[src/dpsfh_pkg.sv]
package dpsfh_pkg;

   // ----------------------------------------------------------------
   // Widths
   // ----------------------------------------------------------------
   localparam int DATA_W = 16;
   localparam int INDEX_W = 3;
   localparam int TOKEN_COUNT = 8;
   localparam int CNT_W = 4;
   localparam int INIT_W = 4;

   // ----------------------------------------------------------------
   // Timing
   // ----------------------------------------------------------------
   localparam int CLK_PERIOD_NS = 25;
   localparam int WRITE_PULSE_NS = 50; // Least write strobe width
   localparam int READ_ACCESS_NS = 50; // Least select-to-data time
   localparam int GAP_NS = 25; // Least deselect time between accesses
   localparam int SYNC_STAGES = 2;
   localparam int WRITE_CYC = (WRITE_PULSE_NS + CLK_PERIOD_NS - 1) / CLK_PERIOD_NS;
   localparam int READ_CYC = (READ_ACCESS_NS + CLK_PERIOD_NS - 1) / CLK_PERIOD_NS
                             + SYNC_STAGES;
   localparam int GAP_CYC = (GAP_NS + CLK_PERIOD_NS - 1) / CLK_PERIOD_NS;
   localparam logic [CNT_W-1:0] WRITE_LOAD = CNT_W'(WRITE_CYC - 1);
   localparam logic [CNT_W-1:0] READ_LOAD = CNT_W'(READ_CYC - 1);
   localparam logic [CNT_W-1:0] GAP_LOAD = CNT_W'(GAP_CYC - 1);
   localparam logic [CNT_W-1:0] CNT_ZERO = 4'h0;
   localparam logic [INIT_W-1:0] INIT_DONE = INIT_W'(TOKEN_COUNT);
   localparam logic [INIT_W-1:0] INIT_STEP = 4'h1;

   // ----------------------------------------------------------------
   // Pin levels and reset values
   // ----------------------------------------------------------------
   localparam logic PIN_IDLE = 1'h1; // Strobes are active low
   localparam logic FLAG_TAKE = 1'h0; // Zero requests a token
   localparam logic FLAG_FREE = 1'h1; // One releases or withdraws

   // ----------------------------------------------------------------
   // Machine states and operations
   // ----------------------------------------------------------------
   typedef enum logic [1:0] {
      ST_IDLE = 2'b00,
      ST_WRITE = 2'b01,
      ST_READ = 2'b10,
      ST_GAP = 2'b11
   } dpsfh_state_e;

   typedef enum logic [2:0] {
      OP_INIT = 3'b000,
      OP_TAKE_WR = 3'b001,
      OP_TAKE_RD = 3'b010,
      OP_WITHDRAW = 3'b011,
      OP_RELEASE = 3'b100
   } dpsfh_op_e;

endpackage : dpsfh_pkg

[src/dpsfh_host.sv]
`timescale 1ns/1ps

module dpsfh_host
   import dpsfh_pkg::*;
(
   input wire logic clk,
   input wire logic arst_n,
   input wire logic cmdValid,
   input wire logic cmdTake,
   input wire logic [INDEX_W-1:0] cmdIndex,
   input wire logic pollEn,
   input wire logic abort,
   output logic cmdReady,
   output logic respValid,
   output logic respGranted,
   output logic [TOKEN_COUNT-1:0] ownedMask,
   output logic chipSelN,
   output logic tokenSelN,
   output logic writeN,
   output logic outEnN,
   output logic [INDEX_W-1:0] tokenIndex,
   output logic [DATA_W-1:0] dataOut,
   output logic dataOe,
   input wire logic [DATA_W-1:0] dataIn
);

   // ----------------------------------------------------------------
   // Decoding
   // ----------------------------------------------------------------
   function automatic logic [TOKEN_COUNT-1:0] tokenBit(input logic [INDEX_W-1:0] idx);
      tokenBit = TOKEN_COUNT'(1) << idx;
   endfunction : tokenBit

   // ----------------------------------------------------------------
   // State
   // ----------------------------------------------------------------
   dpsfh_state_e state_q, state_d;
   dpsfh_op_e op_q, op_d;
   logic [CNT_W-1:0] cnt_q, cnt_d;
   logic [INIT_W-1:0] initCnt_q, initCnt_d;
   logic [INDEX_W-1:0] idx_q, idx_d;
   logic wrVal_q, wrVal_d;
   logic readBit_q, readBit_d;
   logic [TOKEN_COUNT-1:0] owned_q, owned_d;
   logic respValid_q, respValid_d;
   logic respGranted_q, respGranted_d;
   logic ready_q;
   logic selN_q, writeN_q, oeN_q, dataOe_q, chipSelN_q;
   logic [DATA_W-1:0] dataOut_q;
   logic [DATA_W-1:0] dataMeta_q, dataSync_q;
   wire cntDone = (cnt_q == CNT_ZERO);
   wire accessD = (state_d == ST_WRITE) || (state_d == ST_READ);
   wire retryPoll = pollEn && !abort;

   // Two-stage capture of the data pins
   always_ff @(posedge clk or negedge arst_n) begin
      if (!arst_n) begin
         dataMeta_q <= '0;
         dataSync_q <= '0;
      end else begin
         dataMeta_q <= dataIn;
         dataSync_q <= dataMeta_q;
      end
   end

   // Sequencer: one pin access, then a deselected gap
   always_comb begin
      state_d = state_q;
      op_d = op_q;
      cnt_d = cntDone ? cnt_q : cnt_q - 4'h1;
      initCnt_d = initCnt_q;
      idx_d = idx_q;
      wrVal_d = wrVal_q;
      readBit_d = readBit_q;
      owned_d = owned_q;
      respValid_d = 1'b0;
      respGranted_d = respGranted_q;
      case (state_q)
         ST_IDLE: begin
            if (cmdValid) begin
               idx_d = cmdIndex;
               state_d = ST_WRITE;
               cnt_d = WRITE_LOAD;
               if (cmdTake) begin
                  op_d = OP_TAKE_WR;
                  wrVal_d = FLAG_TAKE;
               end else begin
                  op_d = OP_RELEASE;
                  wrVal_d = FLAG_FREE;
               end
            end
         end
         ST_WRITE: begin
            if (cntDone) begin
               state_d = ST_GAP;
               cnt_d = GAP_LOAD;
            end
         end
         ST_READ: begin
            if (cntDone) begin
               readBit_d = dataSync_q[0]; // Flag is replicated, one bit suffices
               state_d = ST_GAP;
               cnt_d = GAP_LOAD;
            end
         end
         ST_GAP: begin
            if (cntDone) begin
               case (op_q)
                  OP_INIT: begin
                     if (initCnt_q == INIT_DONE) begin
                        state_d = ST_IDLE;
                     end else begin
                        idx_d = initCnt_q[INDEX_W-1:0];
                        wrVal_d = FLAG_FREE;
                        initCnt_d = initCnt_q + INIT_STEP;
                        state_d = ST_WRITE;
                        cnt_d = WRITE_LOAD;
                     end
                  end
                  OP_TAKE_WR: begin
                     op_d = OP_TAKE_RD;
                     state_d = ST_READ;
                     cnt_d = READ_LOAD;
                  end
                  OP_TAKE_RD: begin
                     if (readBit_q == FLAG_TAKE) begin
                        owned_d = owned_q | tokenBit(idx_q);
                        respValid_d = 1'b1;
                        respGranted_d = 1'b1;
                        state_d = ST_IDLE;
                     end else if (retryPoll) begin
                        state_d = ST_READ;
                        cnt_d = READ_LOAD;
                     end else begin
                        op_d = OP_WITHDRAW;
                        wrVal_d = FLAG_FREE;
                        state_d = ST_WRITE;
                        cnt_d = WRITE_LOAD;
                     end
                  end
                  OP_WITHDRAW: begin
                     respValid_d = 1'b1;
                     respGranted_d = 1'b0;
                     state_d = ST_IDLE;
                  end
                  OP_RELEASE: begin
                     owned_d = owned_q & ~tokenBit(idx_q);
                     respValid_d = 1'b1;
                     respGranted_d = 1'b0;
                     state_d = ST_IDLE;
                  end
                  default: begin
                     state_d = ST_IDLE;
                  end
               endcase
            end
         end
         default: begin
            state_d = ST_IDLE;
         end
      endcase
   end

   // Registered control state
   always_ff @(posedge clk or negedge arst_n) begin
      if (!arst_n) begin
         state_q <= ST_GAP;
         op_q <= OP_INIT;
         cnt_q <= CNT_ZERO;
         initCnt_q <= '0;
         idx_q <= '0;
         wrVal_q <= FLAG_FREE;
         readBit_q <= FLAG_FREE;
         owned_q <= '0;
         respValid_q <= 1'b0;
         respGranted_q <= 1'b0;
         ready_q <= 1'b0;
      end else begin
         state_q <= state_d;
         op_q <= op_d;
         cnt_q <= cnt_d;
         initCnt_q <= initCnt_d;
         idx_q <= idx_d;
         wrVal_q <= wrVal_d;
         readBit_q <= readBit_d;
         owned_q <= owned_d;
         respValid_q <= respValid_d;
         respGranted_q <= respGranted_d;
         ready_q <= (state_d == ST_IDLE);
      end
   end

   // Registered pin drive, taken from the next state
   always_ff @(posedge clk or negedge arst_n) begin
      if (!arst_n) begin
         selN_q <= PIN_IDLE;
         writeN_q <= PIN_IDLE;
         oeN_q <= PIN_IDLE;
         dataOe_q <= 1'b0;
         dataOut_q <= '0;
         chipSelN_q <= PIN_IDLE;
      end else begin
         chipSelN_q <= PIN_IDLE; // RAM array never selected here
         selN_q <= !accessD;
         writeN_q <= !(state_d == ST_WRITE);
         oeN_q <= !(state_d == ST_READ);
         dataOe_q <= (state_d == ST_WRITE);
         dataOut_q <= {DATA_W{wrVal_d}}; // Bit 0 carries the request
      end
   end

   // Outputs
   assign cmdReady = ready_q;
   assign respValid = respValid_q;
   assign respGranted = respGranted_q;
   assign ownedMask = owned_q;
   assign chipSelN = chipSelN_q;
   assign tokenSelN = selN_q;
   assign writeN = writeN_q;
   assign outEnN = oeN_q;
   assign tokenIndex = idx_q;
   assign dataOut = dataOut_q;
   assign dataOe = dataOe_q;

   // ----------------------------------------------------------------
   // Checks
   // ----------------------------------------------------------------
   logic [INIT_W-1:0] onesWritten_q;
   always_ff @(posedge clk or negedge arst_n) begin
      if (!arst_n) begin
         onesWritten_q <= '0;
      end else if (op_q == OP_INIT && state_q == ST_WRITE && cntDone && dataOut_q[0]) begin
         onesWritten_q <= onesWritten_q + INIT_STEP;
      end
   end

   read_gap_a: assert property (@(posedge clk) disable iff (!arst_n)
      (state_q == ST_READ && cntDone) |=> tokenSelN && outEnN)
      else $error("read not followed by deselect");

   take_order_a: assert property (@(posedge clk) disable iff (!arst_n)
      (state_q == ST_WRITE && op_q == OP_TAKE_WR && cntDone && !dataOut_q[0])
      |=> ##[1:8] (!tokenSelN && !outEnN && writeN))
      else $error("take write not followed by read");

   fail_withdraw_a: assert property (@(posedge clk) disable iff (!arst_n)
      (respValid && !respGranted && $past(op_q, 2) == OP_WITHDRAW)
      |-> dataOut_q[0] == FLAG_FREE)
      else $error("failed take left request pending");

   release_one_a: assert property (@(posedge clk) disable iff (!arst_n)
      (!tokenSelN && !writeN && op_q == OP_RELEASE) |-> dataOut[0] && dataOe)
      else $error("release did not write one");

   init_all_a: assert property (@(posedge clk) disable iff (!arst_n)
      $rose(cmdReady) |-> onesWritten_q == INIT_DONE)
      else $error("ready before all tokens freed");

   index_stable_a: assert property (@(posedge clk) disable iff (!arst_n)
      (!tokenSelN && $past(!tokenSelN)) |-> $stable(tokenIndex))
      else $error("index moved during access");

   grant_cover_c: cover property (@(posedge clk) disable iff (!arst_n)
      respValid && respGranted);
   poll_cover_c: cover property (@(posedge clk) disable iff (!arst_n)
      (state_q == ST_GAP && op_q == OP_TAKE_RD && readBit_q && retryPoll && cntDone));
   withdraw_cover_c: cover property (@(posedge clk) disable iff (!arst_n)
      respValid && !respGranted && ownedMask == '0);

endmodule : dpsfh_host

[config.mk]
export PLATFORM = sky130hd
export DESIGN_NAME = dpsfh_host
export DESIGN_NICKNAME = d
export VERILOG_FILES = /design/src/dpsfh_pkg.sv /design/src/dpsfh_host.sv
export SDC_FILE = /design/constraint.sdc
export NUM_CORES = 1
export LEC_CHECK = 0
export BUFFER_PORTS_ARGS = -buffer_cell sky130_fd_sc_hd__buf_2
export CAP_MARGIN = 25
export CORE_MARGIN = 10
export CORE_UTILIZATION = 50
export DETAILED_ROUTE_END_ITERATION = 8
export MAX_ROUTING_LAYER = met4
export PLACE_DENSITY = 0.78
export SLEW_MARGIN = 10
export SYNTH_ARGS = -nofsm -noshare
export SYNTH_HDL_FRONTEND = slang
export SYNTH_SLANG_ARGS = --single-unit
[constraint.sdc]
create_clock -name clk -period 6.09 [get_ports clk]
set_clock_uncertainty 0.05 [all_clocks]
set_input_delay 1.218 -clock clk [delete_from_list [all_inputs] [get_ports clk]]
set_output_delay 1.218 -clock clk [all_outputs]
set_load 0.1 [all_outputs]
==> metrics.txt <==
# TYPE chip_impl_metric gauge
chip_impl_metric{name="antenna_found_initial",unit=""} 0
chip_impl_metric{name="post_synth_instance_area",unit="mm^2"} 0.00204
chip_impl_info{name="reg2reg_from",value="state_q[1]"} 1
chip_impl_metric{name="port-buffer-count",unit=""} 43
chip_impl_info{name="tritoncts",value="done"} 1
chip_impl_metric{name="htree_levels",unit=""} 2
chip_impl_metric{name="final_nets",unit=""} 257
chip_impl_metric{name="synthCells",unit=""} 195
chip_impl_metric{name="final_period_minus_worst_setup_slack",unit="ns"} 2.58
chip_impl_metric{name="cp.required",unit="ns"} 4.82
chip_impl_metric{name="post_detailed_route_via_to_cell_ratio",unit=""} 5.50
chip_impl_metric{name="ioPinCount",unit=""} 60
chip_impl_metric{name="timing.max_slew.rel_slack",unit=""} 0.469
chip_impl_metric{name="ctsHoldBuffers",unit=""} 0
chip_impl_info{name="outcome",value="completed"} 1
chip_impl_info{name="cts.root.buffer_cell",value="clkbuf_8"} 1
chip_impl_metric{name="placementRows",unit=""} 23
chip_impl_metric{name="die-area",unit="mm^2"} 0.00705
chip_impl_info{name="critPathSlowestCell",value="dfrtp_1"} 1
chip_impl_info{name="critical-path-top-delay-family",value="flip-flops"} 1
chip_impl_metric{name="synth_sequential_area_ratio",unit=""} 0.445
chip_impl_metric{name="numPlacedInstances",unit=""} 265
chip_impl_metric{name="maxSlewViolCount",unit=""} 0
chip_impl_metric{name="cts_made_buffers",unit=""} 5
chip_impl_info{name="hold_path_class",value="flip-flop to flip-flop"} 1
chip_impl_metric{name="critical_path_buf_inv_count",unit=""} 1
chip_impl_info{name="hold_path_startpoint",value="dataMeta_q[0]"} 1
chip_impl_metric{name="post_cts_resize_count",unit=""} 0
chip_impl_info{name="synth.top_cells.by_area",value="dfrtp_1, dfstp_2, mux2_2, buf_4, ha_1"} 1
chip_impl_info{name="timing_worst_setup_path_type",value="flip-flop to primary output"} 1
chip_impl_metric{name="worst_skew_pair_latency",unit="ns"} 0.29
chip_impl_metric{name="timing.final.setup_violations",unit=""} 0
chip_impl_metric{name="post_route_cells_drive_above_1_share",unit=""} 0.345
chip_impl_metric{name="tightest_slew",unit="ns"} 0.797
chip_impl_metric{name="critical_path_max_stage_delay",unit="ns"} 0.52
chip_impl_metric{name="timing_hold_violations_final",unit=""} 0
chip_impl_metric{name="antenna_cells_inserted",unit=""} 0
chip_impl_metric{name="antenna_violating_nets_post_route",unit=""} 0
chip_impl_metric{name="drv_cap",unit=""} 0
chip_impl_metric{name="chipHeight",unit="um"} 83.9
chip_impl_metric{name="finalCritPeriodShare",unit=""} 0.423
chip_impl_metric{name="dr.pass1.iters",unit=""} 4
chip_impl_metric{name="cp_data_arrival_time",unit="ns"} 1.31
chip_impl_info{name="setup.worst_path.end_class",value="primary output"} 1
chip_impl_info{name="critical_path.startpoint_type",value="flip-flop"} 1
chip_impl_metric{name="dpl.hpwl",unit="mm"} 3.08
chip_impl_metric{name="route.detailed.drc",unit=""} 0
chip_impl_info{name="netlist.top_cell.by_area",value="dfrtp_1"} 1
chip_impl_metric{name="postSynthAreaPerCell",unit="um^2"} 10.5
chip_impl_metric{name="clock_sink_count",unit=""} 36
chip_impl_metric{name="place_congestion",unit=""} 0.868
chip_impl_metric{name="clk_pin_slew",unit="ns"} 0.07
chip_impl_metric{name="start_util",unit=""} 0.515
chip_impl_metric{name="grt_first_pass_wirelength",unit="mm"} 7.05
chip_impl_metric{name="die_width",unit="um"} 83.9
chip_impl_metric{name="max_freq",unit="GHz"} 0.388
chip_impl_metric{name="dr_total_vias",unit=""} 1502
chip_impl_metric{name="async_reset_ff_frac",unit=""} 1.00
chip_impl_metric{name="global_route.usage.total",unit=""} 0.124
chip_impl_metric{name="globalRoute.totalOverflow",unit=""} 0
chip_impl_metric{name="ys_types",unit=""} 50
chip_impl_metric{name="post_synthesis_sequential_element_count",unit=""} 36
chip_impl_metric{name="syn_nets",unit=""} 230
chip_impl_metric{name="grt_pass1_vias",unit=""} 1446
chip_impl_info{name="synth-main-ff-cell",value="dfrtp_1"} 1
chip_impl_metric{name="synth-warning-count",unit=""} 0
chip_impl_info{name="grt_setup_unrepaired",value="no"} 1
chip_impl_metric{name="post_drt_wl_per_cell",unit="um"} 15.2
chip_impl_metric{name="post_cts_buffers",unit=""} 0
chip_impl_metric{name="cell_count_final_fillers_out",unit=""} 273
chip_impl_metric{name="count_of_flip_flops_with_a_built_in_enable_after_synthesis",unit=""} 0
chip_impl_metric{name="deepest_clock_path_buffer_count",unit=""} 2
chip_impl_metric{name="synth_top_area_share",unit=""} 0.355
chip_impl_metric{name="critical_path_peak_fanout",unit=""} 16
chip_impl_metric{name="grt_max_degree",unit=""} 37
chip_impl_metric{name="detail_route.wirelength",unit="mm"} 4.16
chip_impl_metric{name="n_fill_cell",unit=""} 351
chip_impl_info{name="critical_path.cell_chain",value="buf_2"} 1
chip_impl_metric{name="fp.coreArea",unit="mm^2"} 0.00397
chip_impl_metric{name="area.growth.synth_to_final",unit="%"} 11.4
chip_impl_metric{name="dpl_worst_slack",unit="ns"} 3.38
chip_impl_metric{name="drt_first_iter_violations",unit=""} 162
chip_impl_metric{name="postLayoutSetupSlackWorst",unit="ns"} 3.51
chip_impl_metric{name="setup_tns",unit="ns"} 0
chip_impl_info{name="crit_start",value="dataOut[0]"} 1
-- cell type report --
class                      count  area, um^2  share of cell area
tap                           50        62.6              0.0275
clock inverter                 2        35.0              0.0154
sequential                    36         910               0.399
inverter                      11        41.3              0.0181
timing repair buffer          43         215              0.0945
multi-input combinational    125         941               0.413
clock buffer                   6        72.6              0.0319
-- logic make-up after synthesis --
logic type,share of synthesized area
multiplexers,0.0985
AO/OA/AOI/OAI,0.114
flip-flops,0.445
adder cells (fa/ha/maj),0.0612
buffers and inverters,0.0949
AND/OR/NAND/NOR,0.172
other,0.00183
XOR/XNOR,0.0129
-- cells in the final DEF, fill, tap and decap left out, types with 2 or more instances in the layout --
cell and count:
a21oi_1 12, a311oi_1 2, a31oi_1 2, buf_2 43, clkbuf_8 5, dfrtp_1 29
dfstp_2 7, ha_1 10, inv_1 10, mux2_1 4, mux2_2 13, nand2_1 5
nand2b_1 5, nand3_1 9, nand3b_1 2, nand4_1 2, nand4b_1 2, nor2_1 15
nor2b_1 6, nor3_1 3, o21ai_0 4, o22ai_1 2, xnor2_1 3
-- worst register-to-register path: cells and delay by family (launching register included) --
family,cells,cell delay (ns)
AND/OR/NAND/NOR,2,0.48
multiplexers,1,0.34
AO/OA/AOI/OAI,1,0.30
flip-flops,1,0.57
adder cells (fa/ha/maj),1,0.55
-- cells in the mapped netlist (all sizes together) (3+ instances only) --
cell     n
dfrtp   29
buf     18
mux2    17
nor2    15
a21oi   13
inv     11
ha      10
nand3    9
dfstp    7
nor2b    6
clkbuf   5
nand2    5
nand2b   5
o21ai    4
nor3     3
xnor2    3
-- layer usage --
| metal | global-route usage | share of wire | routed length (um) |
|---|---|---|---|
| met1 | 0.141 | 0.44 | 1830 |
| met2 | 0.183 | 0.47 | 1940 |
| met3 | 0.0518 | 0.075 | 312 |
| met4 | 0.0624 | 0.018 | 73 |
| met5 | - | 0 | 0 |
-- final timing paths --
| check | slack [ns] | to | depth (start not counted) |
|---|---|---|---|
| max | 3.51 | dataOut[14] | 1 |
| min | 0.31 | dataSync_q[0] | 0 |
| max reg2reg | 3.69 | flip-flop | 5 |
| max in group asynchronous | 4.52 | dataSync_q[0] | 1 |
| min in group asynchronous | 0.96 | dataOe | 1 |
| min reg2reg | 0.31 | dataSync_q[0] | 0 |
-- metrics by stage --
stage                     utilization  instance area [um^2]  hold WS, ns
after floorplan                     -                  2040        0.281
after global placement          0.546                  2170        0.284
after detailed placement        0.546                  2170        0.293
after CTS                       0.573                  2280        0.313
after global routing            0.573                  2280        0.320
final                           0.573                  2280        0.308
Power is not shown: default switching activity piles up to over one toggle a cycle in this logic, so the estimate is an artifact.
